[src/design/fmrp_pkg.sv]
// Purpose: shared constants and carriers of the flash mode, reset and power control block
// Assumes: core clock at 200 MHz; serial opcodes arrive msb first
// Notes: timing counts derive from printed times and the clock period
package fmrp_pkg;

  // opcodes handled by this block
  localparam logic [7:0] OP_EXIT_QUAD = 8'hff;
  localparam logic [7:0] OP_ENTER_QUAD = 8'h38;
  localparam logic [7:0] OP_RESET_ARM = 8'h66;
  localparam logic [7:0] OP_RESET = 8'h99;
  localparam logic [7:0] OP_UDPD = 8'h79;

  // reset values of the volatile settings
  localparam logic [7:0] READ_PARAM_RST = 8'h00; // 2 dummy clocks, 8-byte wrap
  localparam logic [2:0] WRAP_BITS_RST = 3'h0; // 8-byte wrap length
  localparam int BITS_PER_BYTE = 8;

  // time base
  localparam int CLK_PERIOD_PS = 5000;
  localparam int RESET_TIME_NS = 30000;
  localparam int UDPD_ENTRY_TIME_NS = 3000; // longest entry time
  localparam int UDPD_EXIT_TIME_NS = 3000; // longest exit time
  localparam int SELECT_LOW_WAKE_TIME_NS = 100; // least wake pulse
  localparam int POWERUP_SELECT_DELAY_NS = 1000000; // host side wait

  // least times round up, longest times round down, never below one cycle
  function automatic int cyc_up(input int ns);
    int c;
    c = (ns * 1000 + CLK_PERIOD_PS - 1) / CLK_PERIOD_PS;
    return (c < 1) ? 1 : c;
  endfunction

  function automatic int cyc_down(input int ns);
    int c;
    c = (ns * 1000) / CLK_PERIOD_PS;
    return (c < 1) ? 1 : c;
  endfunction

  localparam int RESET_CYC = cyc_up(RESET_TIME_NS);
  localparam int UDPD_ENTRY_CYC = cyc_down(UDPD_ENTRY_TIME_NS);
  localparam int UDPD_EXIT_CYC = cyc_down(UDPD_EXIT_TIME_NS);
  localparam int WAKE_CYC = cyc_up(SELECT_LOW_WAKE_TIME_NS);

  typedef enum logic [2:0] {
    ST_STANDBY = 3'b000,
    ST_RST_WAIT = 3'b001,
    ST_UDPD_ENTER = 3'b010,
    ST_UDPD = 3'b011,
    ST_UDPD_EXIT = 3'b100
  } fmrp_state_e;

  // volatile settings held by this block
  typedef struct packed {
    logic quad_command_mode;
    logic write_enable_latch;
    logic suspend_flag;
    logic [7:0] read_param_bits;
    logic [2:0] wrap_bits;
  } fmrp_vol_s;

  // update requests from the rest of the command logic
  typedef struct packed {
    logic latch_set;
    logic latch_clr;
    logic susp_set;
    logic susp_clr;
    logic param_we;
    logic [7:0] param;
    logic wrap_we;
    logic [2:0] wrap;
  } fmrp_upd_s;

endpackage

[src/design/fmrp_ctrl.sv]
// Purpose: opcode capture, quad mode exit, two-step reset and ultra-deep power-down
// Assumes: select, serial clock and data lanes come from outside the core clock domain
// Notes: commands act on the rise of select; outputs all come from flip-flops
`timescale 1ns/1ps

module fmrp_ctrl #(
  parameter int RST_CYC = fmrp_pkg::RESET_CYC,
  parameter int ENTRY_CYC = fmrp_pkg::UDPD_ENTRY_CYC,
  parameter int EXIT_CYC = fmrp_pkg::UDPD_EXIT_CYC,
  parameter int WAKE_LOW_CYC = fmrp_pkg::WAKE_CYC
) (
  input wire logic core_clk,
  input wire logic sys_rst,
  input wire logic spi_cs_n,
  input wire logic spi_clk,
  input wire logic [3:0] spi_io,
  input wire logic op_busy,
  input wire logic quad_enable_bit,
  input wire fmrp_pkg::fmrp_upd_s upd,
  output fmrp_pkg::fmrp_vol_s vol,
  output logic op_abort,
  output logic cmd_strobe,
  output logic [7:0] cmd_opcode,
  output logic reset_busy,
  output logic udpd_active,
  output logic standby
);
  import fmrp_pkg::*;

  // counts wider than 16 bits would not fit the shared timer
  if (RST_CYC < 1 || RST_CYC > 65535 || ENTRY_CYC < 1 || ENTRY_CYC > 65535 ||
      EXIT_CYC < 1 || EXIT_CYC > 65535 || WAKE_LOW_CYC < 1 || WAKE_LOW_CYC > 65535)
  begin : g_bad_count
    $error("fmrp_ctrl: timing count out of range");
  end

  localparam logic [15:0] RST_N = 16'(RST_CYC);
  localparam logic [15:0] ENTRY_N = 16'(ENTRY_CYC);
  localparam logic [15:0] EXIT_N = 16'(EXIT_CYC);
  localparam logic [15:0] WAKE_N = 16'(WAKE_LOW_CYC);

  // three-stage synchronisers; a change counts once stages two and three agree
  logic [2:0] cs_sync;
  logic [2:0] clk_sync;
  logic [3:0] io_s1;
  logic [3:0] io_s2;
  logic [3:0] io_s3;
  logic cs_f;
  logic clk_f;
  logic [3:0] io_f;
  logic cs_q;
  logic clk_q;

  always_ff @(posedge core_clk or posedge sys_rst)
  begin
    if (sys_rst)
    begin
      cs_sync <= 3'h7;
      clk_sync <= 3'h0;
      io_s1 <= 4'h0;
      io_s2 <= 4'h0;
      io_s3 <= 4'h0;
    end
    else
    begin
      cs_sync <= {cs_sync[1:0], spi_cs_n};
      clk_sync <= {clk_sync[1:0], spi_clk};
      io_s1 <= spi_io;
      io_s2 <= io_s1;
      io_s3 <= io_s2;
    end
  end

  // filtered levels and their previous values for edge finding
  always_ff @(posedge core_clk or posedge sys_rst)
  begin
    if (sys_rst)
    begin
      cs_f <= 1'b1;
      clk_f <= 1'b0;
      io_f <= 4'h0;
      cs_q <= 1'b1;
      clk_q <= 1'b0;
    end
    else
    begin
      cs_f <= (cs_sync[1] == cs_sync[2]) ? cs_sync[2] : cs_f;
      clk_f <= (clk_sync[1] == clk_sync[2]) ? clk_sync[2] : clk_f;
      io_f <= (io_s2 == io_s3) ? io_s3 : io_f;
      cs_q <= cs_f;
      clk_q <= clk_f;
    end
  end

  wire cs_fall = cs_q & ~cs_f;
  wire cs_rise = ~cs_q & cs_f;
  wire sclk_rise = ~clk_q & clk_f & ~cs_f;

  // frame shifter: one lane in spi mode, four lanes in quad command mode
  fmrp_state_e state;
  fmrp_state_e next_state;
  logic [7:0] shreg;
  logic [2:0] bit_cnt;
  logic have_op;
  logic [7:0] opcode;
  logic frame_void;
  logic armed;
  logic [15:0] timer;
  logic [15:0] low_cnt;

  wire [3:0] step = vol.quad_command_mode ? 4'h4 : 4'h1;
  wire [3:0] bit_sum = {1'b0, bit_cnt} + step;
  wire [7:0] next_shreg = vol.quad_command_mode ? {shreg[3:0], io_f} : {shreg[6:0], io_f[0]};
  wire byte_done = sclk_rise & bit_sum[3];

  always_ff @(posedge core_clk or posedge sys_rst)
  begin
    if (sys_rst)
    begin
      shreg <= 8'h00;
      bit_cnt <= 3'h0;
      have_op <= 1'b0;
      opcode <= 8'h00;
    end
    else if (cs_fall)
    begin
      bit_cnt <= 3'h0;
      have_op <= 1'b0;
    end
    else if (sclk_rise)
    begin
      shreg <= next_shreg;
      bit_cnt <= bit_sum[2:0];
      have_op <= have_op | byte_done;
      opcode <= (byte_done && !have_op) ? next_shreg : opcode; // later bytes dropped
    end
  end

  // a frame that began outside standby is void for its whole length
  always_ff @(posedge core_clk or posedge sys_rst)
  begin
    if (sys_rst)
      frame_void <= 1'b0;
    else if (cs_fall)
      frame_void <= (state != ST_STANDBY);
  end

  // a frame counts only if the opcode is whole and select rose on a byte boundary
  wire frame_ok = cs_rise & have_op & (bit_cnt == 3'h0) & ~frame_void;
  wire live = frame_ok & (state == ST_STANDBY);
  wire do_reset = live & armed & (opcode == OP_RESET);
  wire do_udpd = live & (opcode == OP_UDPD) & ~op_busy;
  wire do_exit_q = live & (opcode == OP_EXIT_QUAD) & vol.quad_command_mode;
  wire do_enter_q = live & (opcode == OP_ENTER_QUAD) & ~vol.quad_command_mode & quad_enable_bit;
  wire upd_ok = (state == ST_STANDBY) & ~do_reset;
  wire wake_ok = cs_rise & (state == ST_UDPD) & (low_cnt >= WAKE_N);
  wire timer_done = (timer == 16'h0001);

  // state sequencing; the timer counts down the stay in each timed state
  always_comb
  begin
    next_state = state;
    case (state)
      ST_STANDBY:
      begin
        if (do_reset)
          next_state = ST_RST_WAIT;
        else if (do_udpd)
          next_state = ST_UDPD_ENTER;
      end
      ST_RST_WAIT:
        next_state = timer_done ? ST_STANDBY : ST_RST_WAIT;
      ST_UDPD_ENTER:
        next_state = timer_done ? ST_UDPD : ST_UDPD_ENTER;
      ST_UDPD:
        next_state = wake_ok ? ST_UDPD_EXIT : ST_UDPD;
      ST_UDPD_EXIT:
        next_state = timer_done ? ST_STANDBY : ST_UDPD_EXIT;
      default:
        next_state = ST_STANDBY;
    endcase
  end

  // power cycle starts in standby, never in power-down
  always_ff @(posedge core_clk or posedge sys_rst)
  begin
    if (sys_rst)
      state <= ST_STANDBY;
    else
      state <= next_state;
  end

  // timer loads on entry to a timed state and counts down to zero; the state ends when it reads one
  always_ff @(posedge core_clk or posedge sys_rst)
  begin
    if (sys_rst)
      timer <= 16'h0000;
    else if (do_reset)
      timer <= RST_N;
    else if (do_udpd)
      timer <= ENTRY_N;
    else if (wake_ok)
      timer <= EXIT_N;
    else if (timer != 16'h0000)
      timer <= timer - 16'h0001;
  end

  // select low time during power-down, saturating so long pulses still wake
  always_ff @(posedge core_clk or posedge sys_rst)
  begin
    if (sys_rst)
      low_cnt <= 16'h0000;
    else if (cs_f || state != ST_UDPD)
      low_cnt <= 16'h0000;
    else if (low_cnt != 16'hffff)
      low_cnt <= low_cnt + 16'h0001;
  end

  // armed state: set by 66h, dropped by any other whole command in standby
  always_ff @(posedge core_clk or posedge sys_rst)
  begin
    if (sys_rst)
      armed <= 1'b0;
    else if (live)
      armed <= (opcode == OP_RESET_ARM);
  end

  // volatile settings; reset wins over every update since it aborts everything
  always_ff @(posedge core_clk or posedge sys_rst)
  begin
    if (sys_rst)
    begin
      vol.quad_command_mode <= 1'b0;
      vol.write_enable_latch <= 1'b0;
      vol.suspend_flag <= 1'b0;
      vol.read_param_bits <= READ_PARAM_RST;
      vol.wrap_bits <= WRAP_BITS_RST;
    end
    else if (do_reset)
    begin
      vol.quad_command_mode <= 1'b0;
      vol.write_enable_latch <= 1'b0;
      vol.suspend_flag <= 1'b0;
      vol.read_param_bits <= READ_PARAM_RST;
      vol.wrap_bits <= WRAP_BITS_RST;
    end
    else
    begin
      // leaving quad mode touches only the mode bit
      if (do_exit_q)
        vol.quad_command_mode <= 1'b0;
      else if (do_enter_q)
        vol.quad_command_mode <= 1'b1;
      // set wins over clear so a late set is never lost
      if (upd_ok && upd.latch_set)
        vol.write_enable_latch <= 1'b1;
      else if (upd_ok && upd.latch_clr)
        vol.write_enable_latch <= 1'b0;
      if (upd_ok && upd.susp_set)
        vol.suspend_flag <= 1'b1;
      else if (upd_ok && upd.susp_clr)
        vol.suspend_flag <= 1'b0;
      if (upd_ok && upd.param_we)
        vol.read_param_bits <= upd.param;
      // entering quad mode puts wrap back to its default
      if (do_enter_q)
        vol.wrap_bits <= WRAP_BITS_RST;
      else if (upd_ok && upd.wrap_we)
        vol.wrap_bits <= upd.wrap;
    end
  end

  // status outputs and strobes, all registered
  always_ff @(posedge core_clk or posedge sys_rst)
  begin
    if (sys_rst)
    begin
      op_abort <= 1'b0;
      cmd_strobe <= 1'b0;
      cmd_opcode <= 8'h00;
      reset_busy <= 1'b0;
      udpd_active <= 1'b0;
      standby <= 1'b1;
    end
    else
    begin
      op_abort <= do_reset;
      cmd_strobe <= live;
      cmd_opcode <= live ? opcode : cmd_opcode;
      reset_busy <= (next_state == ST_RST_WAIT);
      udpd_active <= (next_state == ST_UDPD);
      standby <= (next_state == ST_STANDBY);
    end
  end

endmodule

[config.mk]
export PLATFORM = sky130hd
export DESIGN_NAME = fmrp_ctrl
export DESIGN_NICKNAME = d
export VERILOG_FILES = /design/src/design/fmrp_pkg.sv /design/src/design/fmrp_ctrl.sv
export SDC_FILE = /design/constraint.sdc
export NUM_CORES = 1
export LEC_CHECK = 0
export ABC_CLOCK_PERIOD_IN_PS = 3500
export BUFFER_PORTS_ARGS = -buffer_cell sky130_fd_sc_hd__buf_4
export CORE_MARGIN = 8
export CORE_UTILIZATION = 58
export CTS_CLUSTER_DIAMETER = 30
export DETAILED_ROUTE_END_ITERATION = 6
export MAX_ROUTING_LAYER = met4
export PLACE_DENSITY = 0.79
export SYNTH_ARGS = -nofsm -noshare
export SYNTH_HDL_FRONTEND = slang
export SYNTH_SLANG_ARGS = --single-unit
[constraint.sdc]
create_clock -name core_clk -period 3.5 [get_ports core_clk]
set_input_delay 0.175 -clock core_clk [delete_from_list [all_inputs] [get_ports core_clk]]
set_output_delay 0.175 -clock core_clk [all_outputs]
set_load 0.02 [all_outputs]
==> results of run 1 <==
-- layout make-up --
| cell class | count | area, µm² | area share (%) |
|---|---|---|---|
| Clock inverter | 6 | 46.3 | 0.832 |
| Inverter | 10 | 40.0 | 0.720 |
| Sequential cell | 109 | 2740 | 49.2 |
| Tap cell | 105 | 131 | 2.36 |
| Timing Repair Buffer | 62 | 480 | 8.64 |
| Clock buffer | 9 | 124 | 2.23 |
| Multi-Input combinational cell | 299 | 2010 | 36.1 |
-- critical path, stage by stage, from the launching register on --
cell,delay [ns]
dfrtp_1,0.50
nor3_4,0.49
nand3_4,0.23
or4_4,0.61
nand3_2,0.22
a211oi_1,0.08
-- metrics by stage --
step	hold WS, ns	util, %	std cells	worst slack, ns
after global routing	0.0625	68.0	600	1.04
after detailed placement	0.285	65.2	579	1.24
final	0.0655	68.0	600	1.24
after global placement	0.284	65.2	579	1.31
after CTS	0.0591	68.0	600	1.23
after floorplan	0.179	-	432	0.461
-- timing repair --
item / 4_1_cts / 5_1_grt
resized for setup: 0 / 0
hold buffers: 6 / 0
endpoints found under the hold margin: 6 / 0
-- flip-flops by register name (all words and copies together) (netlist names), 3 cells and up --
signal / count
low_cnt: 16
timer: 16
vol: 14
cmd_opcode: 8
opcode: 8
shreg: 7
io_f: 4
io_s1: 4
io_s2: 4
io_s3: 4
bit_cnt: 3
clk_sync: 3
cs_sync: 3
state: 3
-- power groups by stage --
stage / Sequential (W) / Combinational [W] / Clock [W]
4_1_cts: 0.00152 / 0.000265 / 0.000701
6_report: 0.00152 / 0.000262 / 0.000686
3_5_place_dp: 0.00154 / 0.000257 / 0
5_1_grt: 0.00154 / 0.000305 / 0.000748
2_1_floorplan: 0.00150 / 0.000200 / 0
3_3_place_gp: 0.00154 / 0.000248 / 0
-- routing by layer --
layer,track usage [%],up-vias,part of all wire (%)
met5,-,-,0
met4,5.95,0,0.76
met3,3.35,5,4.9
met2,26.6,69,48
met1,21.0,1671,47
li1,-,1651,-
-- placed cells by master (no fill, tap or decap), drive strengths merged, types with 3 or more instances in the layout --
master       count
dfrtp          103
buf             56
nor2            51
nand2           26
a21oi           26
nand3           19
mux2i           17
xnor2           17
mux2            15
nand4           14
o21ai           13
inv             13
nor3            12
nor4            10
clkbuf           9
nand2b           8
ha               8
xor2             7
a31oi            6
dfstp            6
dlygate4sd3      6
a211oi           5
nor3b            5
and3             4
nand3b           4
a22o             3
or3              3
-- logic make-up after synthesis --
logic type      Yosys count
compound gates           63
xor+xnor                 24
fa+ha+maj                10
buf+inv                  24
flops                   109
mux                      32
simple gates            170
-- worst max path at each step --
stage                         start                     to  slack (ns)  depth (start not counted)
2_1_floorplan               sys_rst      armed$_DFFE_PP0N_        0.46                          1
3_3_place_gp     state[0]$_DFF_PP0_   timer[1]$_DFFE_PP0P_        1.31                          5
3_5_place_dp     state[0]$_DFF_PP0_  timer[14]$_DFFE_PP0P_        1.24                          5
4_1_cts          state[0]$_DFF_PP0_   timer[1]$_DFFE_PP0P_        1.23                          5
5_1_grt        timer[0]$_DFFE_PP0P_  timer[14]$_DFFE_PP0P_        1.04                          7
6_report         state[0]$_DFF_PP0_   timer[1]$_DFFE_PP0P_        1.24                          5
==> impl_metrics.env, run 1 <==
export IMPL_crit_fanout=13
export IMPL_die_h_um=107
export IMPL_min_from="upd[6]"
export IMPL_hp_class="in2reg"
export IMPL_total_power_w=0.00247
export IMPL_synth_enable_flop_cells=0
export IMPL_die_w_um=107
export IMPL_firstDrtPassIters=4
export IMPL_start_util_pct=59.3
export IMPL_synth_seq_cells=109
export IMPL_cts_root_buf="clkbuf_8"
export IMPL_h_tree_depth=3
export IMPL_vias=3396
export IMPL_post_cts_buffers=0
export IMPL_fin_area_mm2=0.00556
export IMPL_clkLatencyLatePin_ns=0.36
export IMPL_yosys_warnings=0
export IMPL_synth_top_family_by_area="simple AND/OR/NAND/NOR gates"
export IMPL_syn_nets=467
export IMPL_ys_async_sr_fraction_pct=100
export IMPL_regToRegStartpoint="state[0]$_DFF_PP0_"
export IMPL_overflow=0
export IMPL_yosys_area_share_simple_pct=19.7
export IMPL_syn_avg_cell_area_um2=11.2
export IMPL_synth_mux_area_share_pct=6.99
export IMPL_p_sw_w=0.000688
export IMPL_synthAdderAreaFrac_pct=2.48
export IMPL_finalSetupViolations=0
export IMPL_syn_inst=432
export IMPL_slew_headroom_pct=28.6
export IMPL_synth_xor_area_share_pct=4.33
export IMPL_powerDensity_mw_per_mm2=444
export IMPL_finalHoldViolCount=0
export IMPL_finalCritPeriodShare_pct=64.6
export IMPL_synthTopCellsByCount="dfrtp_1 (103), nor2_1 (51), nand2_1 (26)"
export IMPL_io_pin_count=54
export IMPL_synth_top_flop_cell="dfrtp_1"
export IMPL_p_int_w=0.00178
export IMPL_grt_pass1_vias=3423
export IMPL_rr_endpoint="timer[1]$_DFFE_PP0P_"
export IMPL_ys_top_cells_by_area="dfrtp_1 (53%), nor2_1 (3.9%), mux2i_1 (3.5%), mux2_2 (3.5%), dfstp_2 (3.3%)"
export IMPL_cts_tree="done"
export IMPL_holdPathEnd="vol[5]$_DFFE_PP0P_"
export IMPL_placed_area_mm2=0.00533
export IMPL_reg2reg_setup_slack_ns=1.24
export IMPL_grt_max_degree=91
export IMPL_final_min_clock_period_ns=2.26
export IMPL_vias_per_cell=5.66
export IMPL_synth_most_common_cell="dfrtp_1"
export IMPL_slew_violations=0
export IMPL_antenna_cells=0
export IMPL_rows=33
export IMPL_p_sw_share_pct=27.9
export IMPL_wire_per_inst_um=15.1
export IMPL_grt_pass1_wl_um=15600
export IMPL_drtIter0Drc=142
export IMPL_vdd_drop_max_mv=0.257
export IMPL_rsz0062_at_grt="false"
export IMPL_tns_ns=0
export IMPL_crit_type="reg2reg"
export IMPL_path_clk_slew_ns=0.11
export IMPL_p_leak_nw=2.51
export IMPL_crit_path_end_kind="flip-flop"
export IMPL_die_area_mm2=0.0115
export IMPL_p_clk_share_pct=27.8
export IMPL_area_growth_pct=14.7
export IMPL_skew_ns=0.0124
export IMPL_gp_congestion=0.857
export IMPL_clockBufferDepth=2
export IMPL_yosysUniqueCellTypes=54
export IMPL_fin_nets=526
export IMPL_gr_usage_all_layers_pct=16.8
export IMPL_cp_arrival_ns=2.50
export IMPL_hold_depth=3
export IMPL_combPwrFrac_pct=10.6
export IMPL_p_seq_share_pct=61.6
export IMPL_worst_slew_pin_transition_ns=1.07
export IMPL_synth_compound_area_share_pct=7.84
export IMPL_numCtsBuffers=9
export IMPL_antenna_left=0
export IMPL_synthesis_area_mm2=0.00485
export IMPL_io_buffers=53
export IMPL_max_cap_violations=0
export IMPL_dpl_hpwl_um=6460
export IMPL_fmax_mhz=442
export IMPL_drcViolationCount=0
export IMPL_synth_top_area_share_pct=53.1
export IMPL_coreArea_mm2=0.00818
export IMPL_required_ns=3.74
export IMPL_status="finished clean"
export IMPL_critPathLaunchType="flip-flop"
export IMPL_cts_sink_count=109
export IMPL_yosysSeqAreaShare_pct=56.4
export IMPL_reg2reg_depth=5
export IMPL_drive_gt1_share_pct=21.4
export IMPL_antenna_found_initial=0
export IMPL_drt_total_wl_um=9060
export IMPL_fillerInstances=634
export IMPL_synth_top_area_cell="dfrtp_1"
(Power assumes the default switching activity.)
==> run 2: changes to the inputs <==
--- a/config.mk
+++ b/config.mk
@@ -5,14 +5,15 @@
 export SDC_FILE = /design/constraint.sdc
 export NUM_CORES = 1
 export LEC_CHECK = 0
-export ABC_CLOCK_PERIOD_IN_PS = 3500
+export ABC_AREA = 1
+export ABC_CLOCK_PERIOD_IN_PS = 2100
 export BUFFER_PORTS_ARGS = -buffer_cell sky130_fd_sc_hd__buf_4
 export CORE_MARGIN = 8
-export CORE_UTILIZATION = 58
+export CORE_UTILIZATION = 59
 export CTS_CLUSTER_DIAMETER = 30
 export DETAILED_ROUTE_END_ITERATION = 6
 export MAX_ROUTING_LAYER = met4
-export PLACE_DENSITY = 0.79
+export PLACE_DENSITY = 0.8
 export SYNTH_ARGS = -nofsm -noshare
 export SYNTH_HDL_FRONTEND = slang
 export SYNTH_SLANG_ARGS = --single-unit
==> constraint.sdc (replaced) <==
create_clock -name core_clk -period 2.1 [get_ports core_clk]
set_input_delay 0.105 -clock core_clk [delete_from_list [all_inputs] [get_ports core_clk]]
set_output_delay 0.105 -clock core_clk [all_outputs]
set_load 0.02 [all_outputs]
==> run 2 against run 1 <==
  * The flow now finishes with violations (hold timing)
  * Maximum frequency is 17% higher
  * Sequential power is 58% higher
  * Cell count is 36% higher
  * Via count is 28% higher
  * Clock power is 78% higher
  * Global-route usage is 3.2 points higher
  * Routed wire length is 23% higher
  * Die area is 5.3% higher
  * Worst hold slack worse by 0.069 ns
  * Largest power group unchanged
==> impl_metrics.env, run 2 <==
export IMPL_synthTopCellsByCount="nand2_1 (145), dfrtp_1 (103), nor2_1 (77)"
export IMPL_syn_avg_cell_area_um2=8.49
export IMPL_drtIter0Drc=206
export IMPL_die_w_um=110
export IMPL_fin_nets=739
export IMPL_yosys_warnings=0
export IMPL_synth_top_flop_cell="dfrtp_1"
export IMPL_placed_cells=777
export IMPL_path_clk_slew_ns=0.11
export IMPL_vias=4360
export IMPL_gp_congestion=0.913
export IMPL_fmax_mhz=517
export IMPL_reg2reg_setup_slack_ns=0.17
export IMPL_yosysSeqAreaShare_pct=52.2
export IMPL_p_leak_nw=3.07
export IMPL_slew_headroom_pct=61.3
export IMPL_violations="hold timing"
export IMPL_instances_no_fill=817
export IMPL_seq_area_mm2=0.00274
export IMPL_regToRegStartpoint="cs_f$_DFFE_PP1N_"
export IMPL_required_ns=2.35
export IMPL_rows=34
export IMPL_grt_max_degree=74
export IMPL_area_growth_pct=19.0
export IMPL_yosysUniqueCellTypes=39
export IMPL_syn_nets=652
export IMPL_layout_commonest_cell="nand2_1"
export IMPL_start_util_pct=60.4
export IMPL_mostFrequentLayoutCells="nand2_1 (145), dfrtp_1 (103), nor2_1 (77)"
export IMPL_synth_top_area_share_pct=49.2
export IMPL_firstDrtPassIters=5
export IMPL_numCtsBuffers=9
export IMPL_dpl_hpwl_um=8040
export IMPL_holdPathEnd="vol[12]$_DFFE_PP0P_"
export IMPL_drt_total_wl_um=11200
export IMPL_hp_class="in2reg"
export IMPL_drcViolationCount=0
export IMPL_antenna_left=0
export IMPL_cts_tree="done"
export IMPL_final_min_clock_period_ns=1.93
export IMPL_dp_slack_ns=0.326
export IMPL_crit_path_end_kind="flip-flop"
export IMPL_coreArea_mm2=0.00868
export IMPL_antenna_found_initial=0
export IMPL_slew_violations=0
export IMPL_io_buffers=53
export IMPL_ys_top_cells_by_area="dfrtp_1 (49%), nand2_1 (10%), nor2_1 (5.5%), nand3_1 (5.4%), inv_1 (4.3%)"
export IMPL_critPathLaunchType="flip-flop"
export IMPL_cts_root_buf="clkbuf_8"
export IMPL_clockBufferDepth=2
export IMPL_reg_top3="low_cnt (16), timer (16), vol (14)"
export IMPL_synth_seq_cells=109
export IMPL_tns_ns=0
export IMPL_final_util_pct=71.8
export IMPL_overflow=0
export IMPL_drive_gt1_share_pct=17.9
export IMPL_synthesis_area_mm2=0.00524
export IMPL_vias_per_cell=5.34
export IMPL_ys_async_sr_fraction_pct=100
export IMPL_grt_pass1_wl_um=19000
export IMPL_max_cap_violations=0
export IMPL_h_tree_depth=3
export IMPL_finalHoldViolCount=1
export IMPL_die_h_um=110
export IMPL_syn_inst=617
export IMPL_hold_depth=3
export IMPL_rr_endpoint="vol[11]$_DFFE_PP0P_"
export IMPL_crit_fanout=18
export IMPL_antenna_cells=0
export IMPL_whs_ns=-0.00341
export IMPL_finalSetupViolations=0
export IMPL_fillerInstances=666
export IMPL_multi_input_area_mm2=0.00221
export IMPL_clkLatencyLatePin_ns=0.37
export IMPL_die_area_mm2=0.0122
export IMPL_min_from="upd[16]"
export IMPL_worst_slew_pin_transition_ns=0.581
export IMPL_synth_enable_flop_cells=0
export IMPL_synth_most_common_cell="nand2_1"
export IMPL_gr_usage_all_layers_pct=20.0
export IMPL_wire_per_inst_um=13.7
export IMPL_reg2reg_depth=6
export IMPL_status="complete, but fails checks"
export IMPL_worst_slack_ns=0.165
export IMPL_rsz0062_at_grt="false"
export IMPL_synth_top_area_cell="dfrtp_1"
export IMPL_skew_ns=0.0171
export IMPL_powerDensity_mw_per_mm2=665
export IMPL_total_power_w=0.00414
export IMPL_grt_pass1_vias=4249
export IMPL_crit_type="reg2reg"
export IMPL_cp_arrival_ns=2.19
export IMPL_vdd_drop_max_mv=0.488
export IMPL_finalCritPeriodShare_pct=92.1
export IMPL_io_pin_count=54
export IMPL_cts_sink_count=109
run 2: worst max-delay path by stage:
| stage | endpoint | from |
|---|---|---|
| floorplan | opcode[1]$_DFFE_PP0P_ | vol[13]$_DFFE_PP0P_ |
| global placement | timer[1]$_DFFE_PP0P_ | state[0]$_DFF_PP0_ |
| detailed placement | timer[1]$_DFFE_PP0P_ | state[0]$_DFF_PP0_ |
| CTS | vol[11]$_DFFE_PP0P_ | state[0]$_DFF_PP0_ |
| global route | vol[11]$_DFFE_PP0P_ | cs_f$_DFFE_PP1N_ |
| finish | vol[11]$_DFFE_PP0P_ | cs_f$_DFFE_PP1N_ |
run 2: through the flow:
step	hold slack (ns)	cell area [µm²]
floorplan	0.109	5240
detailed placement	0.207	5810
global placement	0.199	5810
global route	0.0131	6230
CTS	0.00120	6190
finish	-0.00341	6230
run 2: what timing repair did:
action / CTS / global route
buffers inserted: 0 / 5
setup endpoints to repair: 0 / 1
hold endpoints to repair: 120 / 0
hold buffers: 19 / 0
gates resized for setup: 0 / 1
run 2: worst max-delay path, cell delays in order, from the launching register on:
cell and delay, ns:
dfstp_2 0.59, nand2_2 0.09, nor2_4 0.15, nand3_4 0.21, nor2_4 0.19, a21oi_1 0.05, dlygate4sd3_1 0.55
run 2: cell type report:
class / count / area share (%)
Sequential cell: 109 / 43.9
Multi-Input combinational cell: 432 / 35.4
Timing Repair Buffer: 84 / 11.3
Inverter: 68 / 4.16
Tap cell: 108 / 2.17
Clock buffer: 10 / 2.05
Clock inverter: 6 / 1.02
run 2: kinds of logic (layout without fill, tap and decap cells):
family | Yosys count | after routing | synth area share, %
adders and majority gates | 10 | 10 | 2.29
buffers and inverters | 76 | 168 | 5.73
and+or+nand+nor | 326 | 326 | 28.4
DFF | 109 | 109 | 52.2
AOI/OAI and AO/OA | 79 | 79 | 8.50
xor gates and xnor gates | 17 | 17 | 2.84
run 2: per-layer routing:
metal | GRT usage [%] | vias up | routed length [µm]
li1 | - | 2172 | -
met1 | 24.8 | 2038 | 4920
met2 | 32.2 | 125 | 5430
met3 | 3.60 | 25 | 610
met4 | 7.42 | 0 | 218
met5 | - | - | 0
run 2: where the power goes:
group | internal [W] | leakage (nW) | switching, W
logic | 0.000195 | 1.59 | 0.000329
clock network | 0.000468 | 0.0990 | 0.000750
registers | 0.00229 | 1.37 | 0.000117
total | 0.00295 | 3.07 | 0.00120
==> run 3: changes to the inputs <==
--- a/config.mk
+++ b/config.mk
@@ -6,7 +6,7 @@
 export NUM_CORES = 1
 export LEC_CHECK = 0
 export ABC_AREA = 1
-export ABC_CLOCK_PERIOD_IN_PS = 2100
+export ABC_CLOCK_PERIOD_IN_PS = 2000
 export BUFFER_PORTS_ARGS = -buffer_cell sky130_fd_sc_hd__buf_4
 export CORE_MARGIN = 8
 export CORE_UTILIZATION = 59
==> constraint.sdc (replaced) <==
create_clock -name core_clk -period 2 [get_ports core_clk]
set_input_delay 0.1 -clock core_clk [delete_from_list [all_inputs] [get_ports core_clk]]
set_output_delay 0.1 -clock core_clk [all_outputs]
set_load 0.02 [all_outputs]
==> run 3 against run 2 <==
  * The flow now finishes without violations
  * Combinational power is 4.4% higher
  * Sequential share of layout area is 0.088 points higher
  * Count of clock-buffer cells in the layout stayed put
  * Setup slack worse by 0.0079 ns
  * Sequential power is 5% higher
  * Design area is 0.20% lower
  * Critical path depth is 4 higher
  * Total power is 7.3% higher
  * Cell count is 0.49% lower
  * First-iteration DRC count is 27% higher
  * Die area stayed put
  * Critical endpoint is now timer[1]$_DFFE_PP0P_
  * Largest cell class unchanged
  * Largest power group unchanged
==> impl_metrics.env, run 3 (synthesized netlist as in run 2, its figures left out) <==
export IMPL_final_min_clock_period_ns=1.84
export IMPL_worst_slack_ns=0.157
export IMPL_die_w_um=110
export IMPL_path_clk_slew_ns=0.10
export IMPL_slew_headroom_pct=57.7
export IMPL_grt_max_degree=110
export IMPL_hold_depth=3
export IMPL_clkLatencyLatePin_ns=0.38
export IMPL_path_buf_inv=2
export IMPL_antenna_found_initial=0
export IMPL_p_sw_w=0.00124
export IMPL_grt_pass1_vias=4361
export IMPL_antenna_cells=0
export IMPL_p_seq_share_pct=56.8
export IMPL_wire_per_inst_um=14.0
export IMPL_gr_usage_all_layers_pct=20.7
export IMPL_drcViolationCount=0
export IMPL_vdd_drop_max_mv=0.488
export IMPL_required_ns=2.27
export IMPL_gp_congestion=0.930
export IMPL_dp_slack_ns=0.145
export IMPL_finalCritPeriodShare_pct=92.1
export IMPL_max_cap_violations=0
export IMPL_total_power_w=0.00445
export IMPL_skew_ns=0.0147
export IMPL_crit_top_cell="nand2_1"
export IMPL_powerDensity_mw_per_mm2=715
export IMPL_rows=34
export IMPL_slew_violations=0
export IMPL_regToRegStartpoint="state[0]$_DFF_PP0_"
export IMPL_hp_class="in2reg"
export IMPL_fmax_mhz=543
export IMPL_crit_type="reg2reg"
export IMPL_drt_total_wl_um=11400
export IMPL_cts_sink_count=109
export IMPL_reg_top3="low_cnt (16), timer (16), vol (14)"
export IMPL_antenna_left=0
export IMPL_reg2reg_depth=10
export IMPL_crit_fanout=16
export IMPL_vias=4372
export IMPL_p_sw_share_pct=27.8
export IMPL_cpPeakStageDelay_ns=0.41
export IMPL_firstDrtPassIters=7
export IMPL_finalSetupViolations=0
export IMPL_status="finished clean"
export IMPL_die_h_um=110
export IMPL_cts_root_buf="clkbuf_8"
export IMPL_clockBufferDepth=2
export IMPL_vias_per_cell=5.38
export IMPL_overflow=0
export IMPL_p_clk_share_pct=30.9
export IMPL_io_buffers=53
export IMPL_drive_gt1_share_pct=17.3
export IMPL_crit_path_end_kind="flip-flop"
export IMPL_critical_path_top_delay_family="simple AND/OR/NAND/NOR gates"
export IMPL_fin_nets=735
export IMPL_area_growth_pct=18.7
export IMPL_finalHoldViolCount=0
export IMPL_p_leak_nw=3.04
export IMPL_combPwrFrac_pct=12.3
export IMPL_cts_tree="done"
export IMPL_dpl_hpwl_um=8020
export IMPL_numCtsBuffers=9
export IMPL_h_tree_depth=3
export IMPL_min_from="upd[1]"
export IMPL_drtIter0Drc=261
export IMPL_cp_startpoint="state[0]$_DFF_PP0_"
export IMPL_die_area_mm2=0.0122
export IMPL_layout_commonest_cell="nand2_1"
export IMPL_tns_ns=0
export IMPL_cp_arrival_ns=2.11
export IMPL_critPathLaunchType="flip-flop"
export IMPL_io_pin_count=54
export IMPL_coreArea_mm2=0.00868
export IMPL_mostFrequentLayoutCells="nand2_1 (145), dfrtp_1 (103), nor2_1 (77)"
export IMPL_grt_pass1_wl_um=19500
export IMPL_p_int_w=0.00321
export IMPL_post_cts_buffers=0
export IMPL_path_depth=10
export IMPL_whs_ns=0.00488
export IMPL_slowest_stage="dfrtp_1"
export IMPL_start_util_pct=60.4
export IMPL_rsz0062_at_grt="false"
export IMPL_crit_chain="inv_2 > nand2_1 > nor2_2 > inv_2 > nor2_8 > nand2_4 > nand2_1 > nor2_1 > nand2_1 > nand2_1"
export IMPL_worst_slew_pin_transition_ns=0.635
==> run 3: path summary, 6_finish.rpt <==
kind / to / slack, ns
hold reg to reg: io_s2[0]$_DFF_PP0_ / 0.36
min in group asynchronous: io_s2[3]$_DFF_PP0_ / 0.43
setup reg to reg: timer[1]$_DFFE_PP0P_ / 0.16
hold / removal: vol[1]$_DFFE_PP0P_ / 0.005
setup / recovery: timer[1]$_DFFE_PP0P_ / 0.16
max in group asynchronous: low_cnt[9]$_DFFE_PP0P_ / 1.14
==> run 3: metrics by stage <==
stage | util, % | cells | cell area (µm²)
2_1_floorplan | - | 617 | 5240
3_3_place_gp | 66.7 | 776 | 5790
3_5_place_dp | 66.7 | 776 | 5790
4_1_cts | 71.5 | 813 | 6210
5_1_grt | 71.7 | 813 | 6220
6_report | 71.7 | 813 | 6220
==> run 3: metal layers <==
layer	up-vias	global-route usage, %	share of wire (%)
li1	2157	-	-
met1	2039	25.2	43
met2	146	33.9	50
met3	30	3.08	5.1
met4	0	8.47	2.4
met5	-	-	0
==> run 3: power groups by stage <==
stage	Combinational, W	Clock [W]	Sequential [W]
after CTS	0.000546	0.00141	0.00252
after global routing	0.000634	0.00149	0.00255
after floorplan	0.000367	0	0.00253
final	0.000547	0.00138	0.00252
after detailed placement	0.000511	0	0.00257
after global placement	0.000495	0	0.00256
==> run 3: tightest hold or removal path: stages <==
cell	delay, ns
buf_4	0.11
nand3_1	0.07
a21oi_1	0.06
==> run 3: final cells by class <==
| cell class | count | area, µm² |
|---|---|---|
| sequential | 109 | 2740 |
| fill | 665 | 2460 |
| multi-input combinational | 432 | 2220 |
| timing repair buffer | 80 | 666 |
| inverter | 68 | 259 |
| tap | 108 | 135 |
| clock buffer | 10 | 128 |
| clock inverter | 6 | 80.1 |
==> run 3: what timing repair did <==
item / CTS / global route
hold buffers: 21 / 0
hold endpoints to repair: 121 / 0
setup endpoints to repair: 0 / 10
gates resized for setup: 0 / 2
